$ cat src/rtl/timer_pkg.sv
// Shared constants, bus carriers and state types of the reload timer
package timer_pkg;

    // ----------------------------------------------------------------
    // Register indices (byte address is four times the index)
    // ----------------------------------------------------------------
    localparam int unsigned IDX_W = 6;
    localparam logic [5:0] IDX_COUNT = 6'h01;    // Timer count
    localparam logic [5:0] IDX_IE = 6'h0b;       // Interrupt enable
    localparam logic [5:0] IDX_PEND = 6'h0c;     // Interrupt pending
    localparam logic [5:0] IDX_RELOAD = 6'h10;   // Reload value
    localparam logic [5:0] IDX_CTRL = 6'h11;     // Timer control
    localparam logic [5:0] IDX_PEND_CLR = 6'h12; // Write-one clear

    // ----------------------------------------------------------------
    // Field positions
    // ----------------------------------------------------------------
    localparam int unsigned IRQ_BIT = 4;  // Rollover bit in ie/pending
    localparam int unsigned HALT_BIT = 6; // Control: stop counting
    localparam int unsigned EDGE_BIT = 5; // Control: falling edge
    localparam int unsigned SRC_BIT = 4;  // Control: external source
    localparam int unsigned PSC_LSB = 0;  // Control: prescale code
    localparam int unsigned PSC_W = 4;    // Prescale code width

    // ----------------------------------------------------------------
    // Values after reset and fixed values
    // ----------------------------------------------------------------
    localparam logic [7:0] COUNT_RST = 8'h00;
    localparam logic [7:0] RELOAD_RST = 8'h00;
    localparam logic [7:0] CTRL_RST = 8'h00;
    localparam logic [7:0] CTRL_MASK = 8'h7f; // Bit 7 reads zero
    localparam logic [7:0] COUNT_MAX = 8'hff; // Last value before reload
    localparam logic [7:0] COUNT_ONE = 8'h01;
    localparam logic [31:0] RDATA_NONE = 32'h0000_0000;

    // ----------------------------------------------------------------
    // Timing: instruction clock is the system clock over two
    // ----------------------------------------------------------------
    localparam int unsigned INSTR_DIV = 2;
    localparam int unsigned SYNC_STAGES = 2;

    // ----------------------------------------------------------------
    // Carriers
    // ----------------------------------------------------------------
    typedef struct packed {
        logic cyc;         // Bus cycle
        logic stb;         // Strobe
        logic we;          // Write enable
        logic [7:0] adr;   // Byte address
        logic [3:0] sel;   // Byte lane selects
        logic [31:0] dat;  // Write data
    } wb_req_t;

    typedef struct packed {
        logic ack;         // Acknowledge
        logic [31:0] dat;  // Read data
    } wb_rsp_t;

    typedef enum logic [0:0] {
        BUS_IDLE = 1'b0,
        BUS_ACK = 1'b1
    } bus_state_t;

    typedef struct packed {
        bus_state_t bus;      // Slave answer phase
        logic [31:0] rdata;   // Registered read data
        logic [7:0] count;    // Timer count
        logic [7:0] reload;   // Reload value
        logic [7:0] ctrl;     // Timer control
        logic ie;             // Rollover interrupt enable
        logic pend;           // Rollover pending
        logic instr_ph;       // Instruction clock phase
        logic ext_prev;       // Pin level at last instruction tick
    } timer_state_t;

endpackage

$ cat src/rtl/eight_bit_reload_timer.sv
// Eight-bit reload timer with Wishbone registers and rollover interrupt
//
// The Wishbone register port was left to the implementer.
`timescale 1ns/1ps

module eight_bit_reload_timer (
    input wire logic clk_i,                // System clock, 250 MHz
    input wire logic rst_n_i,              // Async reset, active low
    input timer_pkg::wb_req_t wb_req_i,    // Wishbone request
    output timer_pkg::wb_rsp_t wb_rsp_o,   // Wishbone answer
    input wire logic ext_count_input_i,    // External count pin
    output logic irq_o                     // Rollover interrupt level
);
    import timer_pkg::*;

    // ----------------------------------------------------------------
    // State and decode signals
    // ----------------------------------------------------------------
    timer_state_t q;          // Registered state
    timer_state_t next_q;     // Next state
    logic req;                // Request present on the bus
    logic acc;                // Edge at which the access completes
    logic wr_en;              // Write on byte lane zero
    logic [IDX_W-1:0] idx;    // Register index
    logic [7:0] wdat;         // Low byte of write data
    logic wr_count;           // Count register write
    logic wr_ie;              // Enable register write
    logic wr_pend;            // Pending register write
    logic wr_reload;          // Reload register write
    logic wr_ctrl;            // Control register write
    logic wr_clr;             // Write-one clear register write
    logic [31:0] rd_val;      // Read value of addressed register

    // ----------------------------------------------------------------
    // Counting path signals
    // ----------------------------------------------------------------
    logic instr_en;           // Instruction clock enable pulse
    logic ext_sync;           // Pin level after synchroniser
    logic ext_rise;           // Rising edge seen at instruction tick
    logic ext_fall;           // Falling edge seen at instruction tick
    logic src_tick;           // Selected source event
    logic run_tick;           // Source event while not halted
    logic presc_clear;        // Clear request to the prescaler
    logic step;               // Prescaled tick: add one to the count
    logic wrap;               // Step taken from the top value
    logic [7:0] presc_cnt;    // Prescaler counter, watched only
    logic halted;             // Stop bit
    logic clr_pend;           // Software clear of the pending flag

    // ----------------------------------------------------------------
    // Bus decode
    // ----------------------------------------------------------------
    // Writes land at the edge where ack is high, never earlier, so a
    // master that holds its request sees exactly one write per cycle.
    assign req = wb_req_i.cyc & wb_req_i.stb;
    assign acc = req & (q.bus == BUS_ACK);
    assign wr_en = acc & wb_req_i.we & wb_req_i.sel[0];
    assign idx = wb_req_i.adr[7:2];
    assign wdat = wb_req_i.dat[7:0];
    assign wr_count = wr_en & (idx == IDX_COUNT);
    assign wr_ie = wr_en & (idx == IDX_IE);
    assign wr_pend = wr_en & (idx == IDX_PEND);
    assign wr_reload = wr_en & (idx == IDX_RELOAD);
    assign wr_ctrl = wr_en & (idx == IDX_CTRL);
    assign wr_clr = wr_en & (idx == IDX_PEND_CLR);

    // Read mux; unmapped and write-only addresses answer with zero
    always_comb begin
        rd_val = RDATA_NONE;
        case (idx)
            IDX_COUNT: begin
                rd_val[7:0] = q.count;
            end
            IDX_IE: begin
                rd_val[IRQ_BIT] = q.ie;
            end
            IDX_PEND: begin
                rd_val[IRQ_BIT] = q.pend;
            end
            IDX_RELOAD: begin
                rd_val[7:0] = q.reload;
            end
            IDX_CTRL: begin
                rd_val[7:0] = q.ctrl & CTRL_MASK;
            end
            default: begin
                rd_val = RDATA_NONE;
            end
        endcase
    end

    // ----------------------------------------------------------------
    // Source selection
    // ----------------------------------------------------------------
    // Pin passes two flops before any edge logic looks at it
    level_sync #(
        .WIDTH(1)
    ) u_ext_sync (
        .clk_i(clk_i),
        .rst_n_i(rst_n_i),
        .async_i(ext_count_input_i),
        .sync_o(ext_sync)
    );

    // Instruction clock is an enable on every second system cycle
    assign instr_en = q.instr_ph;

    // Edges are judged once per instruction cycle, so a level shorter
    // than one instruction cycle may be missed entirely.
    assign ext_rise = instr_en & ext_sync & !q.ext_prev;
    assign ext_fall = instr_en & !ext_sync & q.ext_prev;

    always_comb begin
        if (q.ctrl[SRC_BIT]) begin
            src_tick = q.ctrl[EDGE_BIT] ? ext_fall : ext_rise;
        end else begin
            src_tick = instr_en;
        end
    end

    // Halting gates the source so prescaler and count both freeze
    assign halted = q.ctrl[HALT_BIT];
    assign run_tick = src_tick & !halted;
    assign presc_clear = wr_ctrl | wr_count;

    // ----------------------------------------------------------------
    // Prescaler
    // ----------------------------------------------------------------
    power2_prescaler #(
        .CNT_W(8)
    ) u_prescaler (
        .clk_i(clk_i),
        .rst_n_i(rst_n_i),
        .src_tick_i(run_tick),
        .clear_i(presc_clear),
        .code_i(q.ctrl[PSC_LSB +: PSC_W]),
        .tick_o(step),
        .count_o(presc_cnt)
    );

    assign wrap = step & (q.count == COUNT_MAX);
    assign clr_pend = (wr_pend & !wdat[IRQ_BIT])
        | (wr_clr & wdat[IRQ_BIT]);

    // ----------------------------------------------------------------
    // Next state
    // ----------------------------------------------------------------
    always_comb begin
        next_q = q;
        // Bus answer: ack one cycle after the request, for one cycle
        case (q.bus)
            BUS_IDLE: begin
                if (req) begin
                    next_q.bus = BUS_ACK;
                    next_q.rdata = rd_val;
                end
            end
            BUS_ACK: begin
                next_q.bus = BUS_IDLE;
            end
            default: begin
                next_q.bus = BUS_IDLE;
            end
        endcase
        // Instruction clock phase and pin history
        next_q.instr_ph = !q.instr_ph;
        if (instr_en) begin
            next_q.ext_prev = ext_sync;
        end
        // Plain registers
        if (wr_reload) begin
            next_q.reload = wdat;
        end
        if (wr_ctrl) begin
            next_q.ctrl = wdat & CTRL_MASK;
        end
        if (wr_ie) begin
            next_q.ie = wdat[IRQ_BIT];
        end
        // Count: a software write beats a tick in the same cycle
        if (wr_count) begin
            next_q.count = wdat;
        end else if (wrap) begin
            next_q.count = q.reload;
        end else if (step) begin
            next_q.count = q.count + COUNT_ONE;
        end
        // Pending: a rollover in the clear cycle is kept
        if (wrap) begin
            next_q.pend = 1'b1;
        end else if (clr_pend) begin
            next_q.pend = 1'b0;
        end
    end

    // ----------------------------------------------------------------
    // State register
    // ----------------------------------------------------------------
    always_ff @(posedge clk_i or negedge rst_n_i) begin
        if (!rst_n_i) begin
            q.bus <= BUS_IDLE;
            q.rdata <= RDATA_NONE;
            q.count <= COUNT_RST;
            q.reload <= RELOAD_RST;
            q.ctrl <= CTRL_RST;
            q.ie <= 1'b0;
            q.pend <= 1'b0;
            q.instr_ph <= 1'b0;
            q.ext_prev <= 1'b0;
        end else begin
            q <= next_q;
        end
    end

    // ----------------------------------------------------------------
    // Outputs
    // ----------------------------------------------------------------
    assign wb_rsp_o.ack = (q.bus == BUS_ACK);
    assign wb_rsp_o.dat = q.rdata;
    assign irq_o = q.pend & q.ie;

    // ----------------------------------------------------------------
    // Assertions
    // ----------------------------------------------------------------
    // Ack is a single-cycle answer one cycle after the request
    a_ack_one_cycle: assert property (
        @(posedge clk_i) disable iff (!rst_n_i)
        (req && q.bus == BUS_IDLE) |=> wb_rsp_o.ack ##1 !wb_rsp_o.ack)
        else $error("ack did not pulse once after the request");

    // Count write lands at the ack edge and clears the prescaler
    a_count_write: assert property (
        @(posedge clk_i) disable iff (!rst_n_i)
        wr_count |=> (q.count == $past(wdat)) && (presc_cnt == 8'h00))
        else $error("count write not taken or prescaler not cleared");

    // Prescale write empties the prescaler counter
    a_psc_clear: assert property (
        @(posedge clk_i) disable iff (!rst_n_i)
        wr_ctrl |=> presc_cnt == 8'h00)
        else $error("prescaler not cleared by control write");

    // A tick below the top adds exactly one
    a_inc_by_one: assert property (
        @(posedge clk_i) disable iff (!rst_n_i)
        (step && !wrap && !wr_count)
        |=> q.count == $past(q.count) + COUNT_ONE)
        else $error("count did not advance by one");

    // Rollover reloads and flags the event
    a_reload_wrap: assert property (
        @(posedge clk_i) disable iff (!rst_n_i)
        (wrap && !wr_count)
        |=> (q.count == $past(q.reload)) && q.pend)
        else $error("rollover did not reload or set pending");

    // Halted timer keeps its count and sets no flag
    a_halt_hold: assert property (
        @(posedge clk_i) disable iff (!rst_n_i)
        (halted && !wr_count && !wr_ctrl) [*2]
        |-> (q.count == $past(q.count)) && !wrap)
        else $error("count moved while halted");

    // Interrupt needs both enable and pending
    a_irq_gating: assert property (
        @(posedge clk_i) disable iff (!rst_n_i)
        $rose(irq_o) |-> $past(wrap) || $past(wr_ie && wdat[IRQ_BIT]))
        else $error("interrupt rose without a cause");

    // Instruction clock source never steps twice in a row
    a_instr_rate: assert property (
        @(posedge clk_i) disable iff (!rst_n_i)
        (step && !q.ctrl[SRC_BIT]) |=> !step)
        else $error("instruction source stepped faster than Fsys/2");

    // Code 0 in instruction mode steps on every instruction cycle
    a_div_one: assert property (
        @(posedge clk_i) disable iff (!rst_n_i)
        (instr_en && !halted && !q.ctrl[SRC_BIT] && !presc_clear
         && q.ctrl[PSC_LSB +: PSC_W] == 4'h0) |-> step)
        else $error("divide-by-one did not step");

    // Software clear without a rollover empties the flag
    a_pend_clear: assert property (
        @(posedge clk_i) disable iff (!rst_n_i)
        (clr_pend && !wrap) |=> !q.pend)
        else $error("pending flag not cleared by software");

    // External edges come only on instruction ticks
    a_ext_edge: assert property (
        @(posedge clk_i) disable iff (!rst_n_i)
        (ext_rise || ext_fall) |-> instr_en)
        else $error("pin edge taken off the instruction tick");

    // Halt freezes the prescaler; the control write that resumes also clears it
    a_halt_presc: assert property (
        @(posedge clk_i) disable iff (!rst_n_i)
        (halted && !presc_clear) |=> presc_cnt == $past(presc_cnt))
        else $error("prescaler moved while halted");

    // Pending holds until software clears it
    a_pend_sticky: assert property (
        @(posedge clk_i) disable iff (!rst_n_i)
        (q.pend && !clr_pend) |=> q.pend)
        else $error("pending flag dropped without a clear");

    // Every rollover flags, even when a clear collides; a count write cancels the step
    a_wrap_flags: assert property (
        @(posedge clk_i) disable iff (!rst_n_i)
        wrap |=> q.pend)
        else $error("rollover did not set pending");

    // Enable bit takes the written value at the ack edge
    a_ie_write: assert property (
        @(posedge clk_i) disable iff (!rst_n_i)
        wr_ie |=> q.ie == $past(wdat[IRQ_BIT]))
        else $error("interrupt enable not taken");

    // Registers are a byte wide; the upper read lanes stay zero
    a_rdata_upper: assert property (
        @(posedge clk_i) disable iff (!rst_n_i)
        wb_rsp_o.ack |-> wb_rsp_o.dat[31:8] == 24'h00_0000)
        else $error("read data above the low byte not zero");

    // In pin mode the count moves only on the selected pin edge
    a_pin_step: assert property (
        @(posedge clk_i) disable iff (!rst_n_i)
        (step && q.ctrl[SRC_BIT])
        |-> (q.ctrl[EDGE_BIT] ? ext_fall : ext_rise))
        else $error("pin mode stepped without the selected edge");

endmodule

$ cat src/rtl/level_sync.sv
// Two-flop synchroniser for levels arriving from outside the clock
`timescale 1ns/1ps
module level_sync #(
    parameter int unsigned WIDTH = 1
) (
    input wire logic clk_i,               // System clock
    input wire logic rst_n_i,             // Async reset, active low
    input wire logic [WIDTH-1:0] async_i, // Unsynchronised level
    output logic [WIDTH-1:0] sync_o       // Level after two flops
);
    import timer_pkg::*;

    // ----------------------------------------------------------------
    // Stages
    // ----------------------------------------------------------------
    logic [SYNC_STAGES-1:0][WIDTH-1:0] stage; // Only stage 1 is read

    // Elaboration check; the shift below assumes exactly two stages
    if (WIDTH < 1 || SYNC_STAGES != 2) begin : g_bad_width
        $error("level_sync: WIDTH below one or stages not two");
    end

    // First flop feeds only the second one
    always_ff @(posedge clk_i or negedge rst_n_i) begin
        if (!rst_n_i) begin
            stage <= '0;
        end else begin
            stage <= {stage[0], async_i};
        end
    end

    assign sync_o = stage[1];

endmodule

$ cat src/rtl/power2_prescaler.sv
// Power-of-two prescaler with a saturating top code
`timescale 1ns/1ps
module power2_prescaler #(
    parameter int unsigned CNT_W = 8
) (
    input wire logic clk_i,            // System clock
    input wire logic rst_n_i,          // Async reset, active low
    input wire logic src_tick_i,       // One pulse per source event
    input wire logic clear_i,          // Zero the internal counter
    input wire logic [3:0] code_i,     // Divide by two to this power, 256 at most
    output logic tick_o,               // Prescaled tick, one cycle
    output logic [CNT_W-1:0] count_o   // Internal counter, for checks
);
    import timer_pkg::*;

    // ----------------------------------------------------------------
    // Counter and match mask
    // ----------------------------------------------------------------
    logic [CNT_W-1:0] cnt;       // Source events since last clear
    logic [CNT_W-1:0] mask;      // Low bits that must all be one
    logic [CNT_W-1:0] next_cnt;

    // Elaboration check; the top code relies on an eight-bit span
    if (CNT_W != 8) begin : g_bad_width
        $error("power2_prescaler: only an 8-bit counter is served");
    end

    // Codes with the top bit set all divide by the full counter span
    always_comb begin
        if (code_i[3]) begin
            mask = '1;
        end else begin
            mask = CNT_W'((1 << code_i[2:0]) - 1);
        end
        tick_o = src_tick_i & !clear_i & ((cnt & mask) == mask);
        if (clear_i) begin
            next_cnt = '0;
        end else if (src_tick_i) begin
            next_cnt = cnt + CNT_W'(1);
        end else begin
            next_cnt = cnt;
        end
    end

    always_ff @(posedge clk_i or negedge rst_n_i) begin
        if (!rst_n_i) begin
            cnt <= '0;
        end else begin
            cnt <= next_cnt;
        end
    end

    assign count_o = cnt;

endmodule

$ cat config.mk
export PLATFORM = sky130hd
export DESIGN_NAME = eight_bit_reload_timer
export DESIGN_NICKNAME = d
export VERILOG_FILES = /design/src/rtl/timer_pkg.sv /design/src/rtl/eight_bit_reload_timer.sv /design/src/rtl/level_sync.sv /design/src/rtl/power2_prescaler.sv
export SDC_FILE = /design/constraint.sdc
export NUM_CORES = 1
export LEC_CHECK = 0
export BUFFER_PORTS_ARGS = -buffer_cell sky130_fd_sc_hd__buf_2
export CAP_MARGIN = 20
export CORE_MARGIN = 2
export CORE_UTILIZATION = 55
export CTS_CLUSTER_SIZE = 40
export DETAILED_ROUTE_END_ITERATION = 10
export PLACE_DENSITY = 0.85
export SLEW_MARGIN = 20
export SYNTH_ARGS = -nofsm -noshare
export SYNTH_HDL_FRONTEND = slang
export SYNTH_SLANG_ARGS = --single-unit
$ cat constraint.sdc
create_clock -name clk_i -period 4.15 [get_ports clk_i]
set_input_delay 0.6225 -clock clk_i [delete_from_list [all_inputs] [get_ports clk_i]]
set_output_delay 0.6225 -clock clk_i [all_outputs]
set_load 0.02 [all_outputs]
## Word level (Yosys, flattened, before mapping)

Index checks and enable logic that the tools add are counted.

- Register bits: 46
- Output and inout bits: 34
- Word-level logic and storage cells: 74

- Add/sub/neg operators: 3
- Eq/ne operators: 8
- Shifts and indexed selects: 1
- Mux-type cells: 15
- Bitwise gates (word level): 25
- Reduce and logical (&&, ||, !) cells: 10

Operators with widths:

| cell | number |
|---|---|
| 2-to-1 mux 8 bit | 6 |
| 2-to-1 mux 33 bit | 1 |
| bitwise AND 1 bit | 21 |
| equality test 6 x 5 -> 1 bit (second input constant) | 3 |
| adder 8 x 1 -> 8 bit (second input constant) | 2 |
| equality test 6 x 4 -> 1 bit (second input constant) | 2 |
| case mux 4 bit (3 select lines) | 1 |
| case mux 3 bit (3 select lines) | 1 |
| bitwise AND 8 bit | 1 |
| equality test 8 bit | 1 |
| equality test 8 bit (second input constant) | 1 |
| << shifter 1 x 3 -> 8 bit (first input constant) | 1 |
| subtractor 8 x 2 -> 8 bit (second input constant) | 1 |
| equality test 6 x 1 -> 1 bit (second input constant) | 1 |
| logical NOT 1 bit | 6 |
| case mux 1 bit (5 select lines) | 1 |
| 2-to-1 mux 1 bit | 4 |
| nonzero test 2 bit | 2 |
| nonzero test 3 bit | 1 |
| OR 1 bit | 2 |
| case mux 1 bit (2 select lines) | 1 |
| AND reduction 2 bit | 1 |
| NOT 1 bit | 1 |

## Longest topological paths before layout

- Depth after elaboration: 12
- Gate-level depth with buffers: 8

## Modules after synthesis

A second synthesis with hierarchy kept.

- Cells, all modules: 264
- Area, all modules: 2678.8 µm²

Modules (own cells, without submodules):

| module | times used | cells each | area an instance (µm²) | sequential area each (µm²) |
|---|---|---|---|---|
| eight_bit_reload_timer | 1 | 215 | 2172.1 | 900.9 |
| power2_prescaler | 1 | 47 | 456.7 | 200.2 |
| level_sync | 1 | 2 | 50.0 | 50.0 |

## Least setup slack after synthesis

Ideal clock, no wire load.

- Path kind: in2reg
- Start: input port wb_req_i[39] (netlist name)
- End: register q[24] (netlist name)
- Library setup time: 0.126 ns
- Arrival time: 2.223 ns
- Required time: 4.024 ns
- Slack: 1.801 ns
- Stages on the path: 7
- Cells stage by stage: or4_4 nor4b_4 a211oi_2 o211ai_2 buf_4 nor3_1 a221o_1

- Longest elaborated chain between the ends: 9
- Elaborated cells on any way between the ends: 12
- Classes of those cells: eq/ne (2); mux (2); bitwise (6); reduce/logical (2)

RTL lines:

| item | line | text |
|---|---|---|
| start, declared | eight_bit_reload_timer.sv:9 | `input timer_pkg::wb_req_t wb_req_i,` |
| equality test 6 x 5 -> 1 bit or equality test 6 x 1 -> 1 bit (tied branches) | eight_bit_reload_timer.sv:64, eight_bit_reload_timer.sv:60 |  |
| bitwise AND 1 bit, on equally long branches | eight_bit_reload_timer.sv:64, eight_bit_reload_timer.sv:60 |  |
| OR 1 bit | eight_bit_reload_timer.sv:124 | `assign presc_clear = wr_ctrl \| wr_count;` |
| logical NOT 1 bit | power2_prescaler.sv:35 | `tick_o = src_tick_i & !clear_i & ((cnt & mask) == mask);` |
| bitwise AND 1 bit (2 in a row) | power2_prescaler.sv:35 |  |
| bitwise AND 1 bit | eight_bit_reload_timer.sv:141 | `assign wrap = step & (q.count == COUNT_MAX);` |
| 2-to-1 mux 8 bit | eight_bit_reload_timer.sv:183 | `end else if (wrap) begin` |
| 2-to-1 mux 8 bit | eight_bit_reload_timer.sv:181 | `if (wr_count) begin` |
| end signal, assigned | eight_bit_reload_timer.sv:211 | `q <= next_q;` |
| end, declared | eight_bit_reload_timer.sv:19 | `timer_state_t q;` |

Several ways; a longest one is shown, not always the timed one.
A chain may end at the register's enable or synchronous reset.

## Worst setup path after layout

- Start: input port wb_req_i[39] (netlist name)
- End: register q[21] (netlist name)

Same word-level chain as after synthesis.

==> flow_summary_export.csv <==
group,metric,value,unit
sta,slew_headroom,37.4,%
placed_design,gp_congestion,0.887,
cts,post-cts-setup-buffers,0,
synth,synth_cell_types,48,
sta,clock_skew,0.00837,ns
power_and_ir_drop,clkPwrFrac,23.7,%
worst_setup_path,cp_data_required_time,4.38,ns
drt,routed_via_density,6.04,
cts,cts_resized,0,
cts,htree_num_levels,2,
worst_setup_path,end_kind,"register",
final_layout,drive_above_1_share,21.6,%
cts,path_clk_slew,0.08,ns
cts,postCtsHoldBufs,0,
flow_run,cap_viol_max_count,0,
worst_setup_path,critPathMaxStageDelay,0.61,ns
synth,synth_edf_count,0,
cts,cts_tree,"built",
grt,grt_use_total,21.1,%
final_layout,synthToLayoutAreaGrowth,4.41,%
die,pin_count,84,
status,status,"finished, final reports clean",
power_and_ir_drop,p_int,0.778,mW
grt,grt_antenna_before_repair,0,
sta,tns,0,ns
worst_setup_path,cp.arrival,3.06,ns
power_and_ir_drop,p_seq_share,51.2,%
worst_setup_path,slowest_stage,"nor4b_4",
cts,clockRootBuffer,"clkbuf_8",
worst_setup_path,path_class,"in -> reg",
placed_design,portBuffers,30,
sta,hold_viol_final,0,
die,die_y,72.9,um
sta,fin_crit_sh,68.3,%
drt,wl,5290,um
power_and_ir_drop,net-switching-power,0.398,mW
power_and_ir_drop,power_density,431,mW/mm^2
synth,synth_area_per_cell,9.93,sq um
synth,ys_seq_area_share,44.1,%
final_layout,diodes,0,
drt,drt-initial-drc-count,229,
placed_design,dp_hpwl,3720,um
drt,drc_errors,0,
die,fp.dieArea,0.00532,sq mm
sta,finalSetupViolCount,0,
grt,grt_remaining_overflow,0,
hold_path,hold_path.class,"in -> async",
sta,fmax,353,MHz
drt,vias,2036,
worst_setup_path,crit_path_cell_trace,"buf_2 > or4_4 > nor4b_4 > a211oi_2 > o211ai_2 > nor2b_1 > a221o_1",
drt,wl_per_cell,15.7,um
synth,synthCells,263,
synth,synthArstFlopShare,100,%
worst_setup_path,crit_buf_inv,1,
worst_setup_path,crit_family,"simple AND/OR/NAND/NOR gates",
final_layout,nFillCells,398,
die,core,0.00466,sq mm
final_layout,nets,334,
synth,ys_ff_latch,46,
drt,ant_nets,0,
sta,worst_pin_slew,0.936,ns
worst_setup_path,worstPathMaxFanout,11,
worst_setup_path,start_kind,"input pin",
cts,clkSinkCount,46,
synth,yosysWarnings,0,
sta,layout_min_cycle_time,2.83,ns
die,num_rows,25,
power_and_ir_drop,ir_drop,0.000180,V
final_layout,utilization,58.5,%
die,start_util,56.1,%
power_and_ir_drop,p_leak,1.29,nW
die,die_w,72.9,um
grt,grt_max_degree,47,
cts,cts-buffers-inserted,5,
sta,slew_violations,0,
cts,worst_skew_pair.late_latency,0.30,ns
drt,drt-pass1-iter-count,5,
synth,ys_dominant_reg_cell,"dfrtp_1",
power_and_ir_drop,switching_share,33.9,%
grt,grt_pass1_vias,1794,
cts,clock_path_buffers,2,
synth,netlist_area,0.00261,sq mm
sta,rsz0062_at_grt,"false",
grt,grt_pass1_wl,8470,um
power_and_ir_drop,comb_power_share,25.0,%
cell usage after synthesis (3+ instances only):
master     n  share of area [%]
dfrtp_1   46                 44
buf_4     34                9.8
nor2_1    34                4.9
a21oi_1   22                4.2
mux2_2    17                7.3
nand3_1   13                2.5
nand2_1   10                1.4
mux2i_1    8                3.1
a221o_1    7                2.7
o21ai_0    7                1.3
clkbuf_1   5               0.72
xor2_1     5                1.7
nor3_1     4               0.77
or3_1      4               0.96
a211oi_1   3               0.86
and3_1     3               0.72
inv_1      3               0.43
power by group through the flow:
stage                     Combinational, mW  Sequential (mW)  Clock (mW)
after detailed placement              0.293            0.607           0
after global placement                0.278            0.605           0
final                                 0.294            0.603       0.279
after CTS                             0.294            0.599       0.285
after floorplan                       0.281            0.573           0
after global routing                  0.329            0.612       0.302
kinds of logic (layout without fill, tap and decap cells):
group	count (synthesis)	after routing	share of synthesized area [%]
compound gates	52	52	13.6
xor+xnor	7	7	2.35
fa+ha+maj	2	2	0.958
buf+inv	44	41	11.3
flops	46	46	44.1
mux	25	25	10.4
other cells	1	24	0.144
simple gates	86	86	17.2
cells in the final DEF, fill, tap and decap left out, types with 2 or more instances in the layout:
cell      instances
o21ai_0           7
inv_1             3
a21o_1            2
dfrtp_1          46
a31oi_1           2
nor3_1            4
buf_2            29
ha_1              2
or3_1             4
and3_1            3
and4_1            2
clkbuf_8          6
conb_1           24
a221o_1           7
a21oi_1          22
mux2_2           17
xnor2_1           2
xor2_1            5
a211oi_1          3
nand4_1           2
mux2i_1           8
nand2_1          10
nor2b_1           2
nand3_1          13
nor2_1           34
stage by stage:
stage                     cells  setup slack (ns)  cell area [sq um]  power (mW)  hold slack [ns]
final                       337              1.32               2730        1.18            0.319
after global routing        337              1.18               2730        1.24            0.353
after CTS                   337              1.34               2730        1.18            0.352
after detailed placement    329              1.05               2630       0.900            0.335
after global placement      329              1.11               2630       0.883            0.334
after floorplan             286              1.80               2700       0.854            0.327
worst register-to-register path: cells and delay by family (launching register included):
family	cells	cell delay, ns
simple gates	3	0.54
compound gates	3	1.39
flops	1	0.42
worst paths after layout:
path,from,to,slack (ns),cells past startpoint
setup / recovery,wb_req_i[39],q[21],1.32,7
hold / removal,rst_n_i,q[20],0.32,1
setup reg to reg,q[9],q[21],1.68,6
hold reg to reg,u_ext_sync.stage[0],u_ext_sync.sync_o,0.35,0
max in group asynchronous,rst_n_i,u_prescaler.count_o[0],3.46,1
min in group clk_i,u_ext_sync.stage[0],u_ext_sync.sync_o,0.35,0
registers in the layout, indices dropped and copies added, names as in the netlist:
name,count
q,25
wb_rsp_o,9
u_prescaler.count_o,8
halted,1
instr_en,1
u_ext_sync.stage,1
u_ext_sync.sync_o,1
cell type report:
class / count / area, sq um / area share, %
Multi-Input combinational cell: 196 / 1250 / 46.0
Timing Repair Buffer: 30 / 153 / 5.60
Clock buffer: 7 / 86.3 / 3.17
Clock inverter: 1 / 5.00 / 0.183
Sequential cell: 46 / 1150 / 42.2
Inverter: 3 / 11.3 / 0.413
Tap cell: 54 / 67.6 / 2.48
layer usage:
layer,GRT usage [%],vias up,share of wire (%),routed length [um]
li1,-,926,-,-
met1,28.7,1016,43,2300
met2,34.1,87,50,2620
met3,3.31,7,5.5,293
met4,7.82,0,1.4,73
met5,0,-,0,0
No activity file was read; power rests on OpenSTA's default activity.
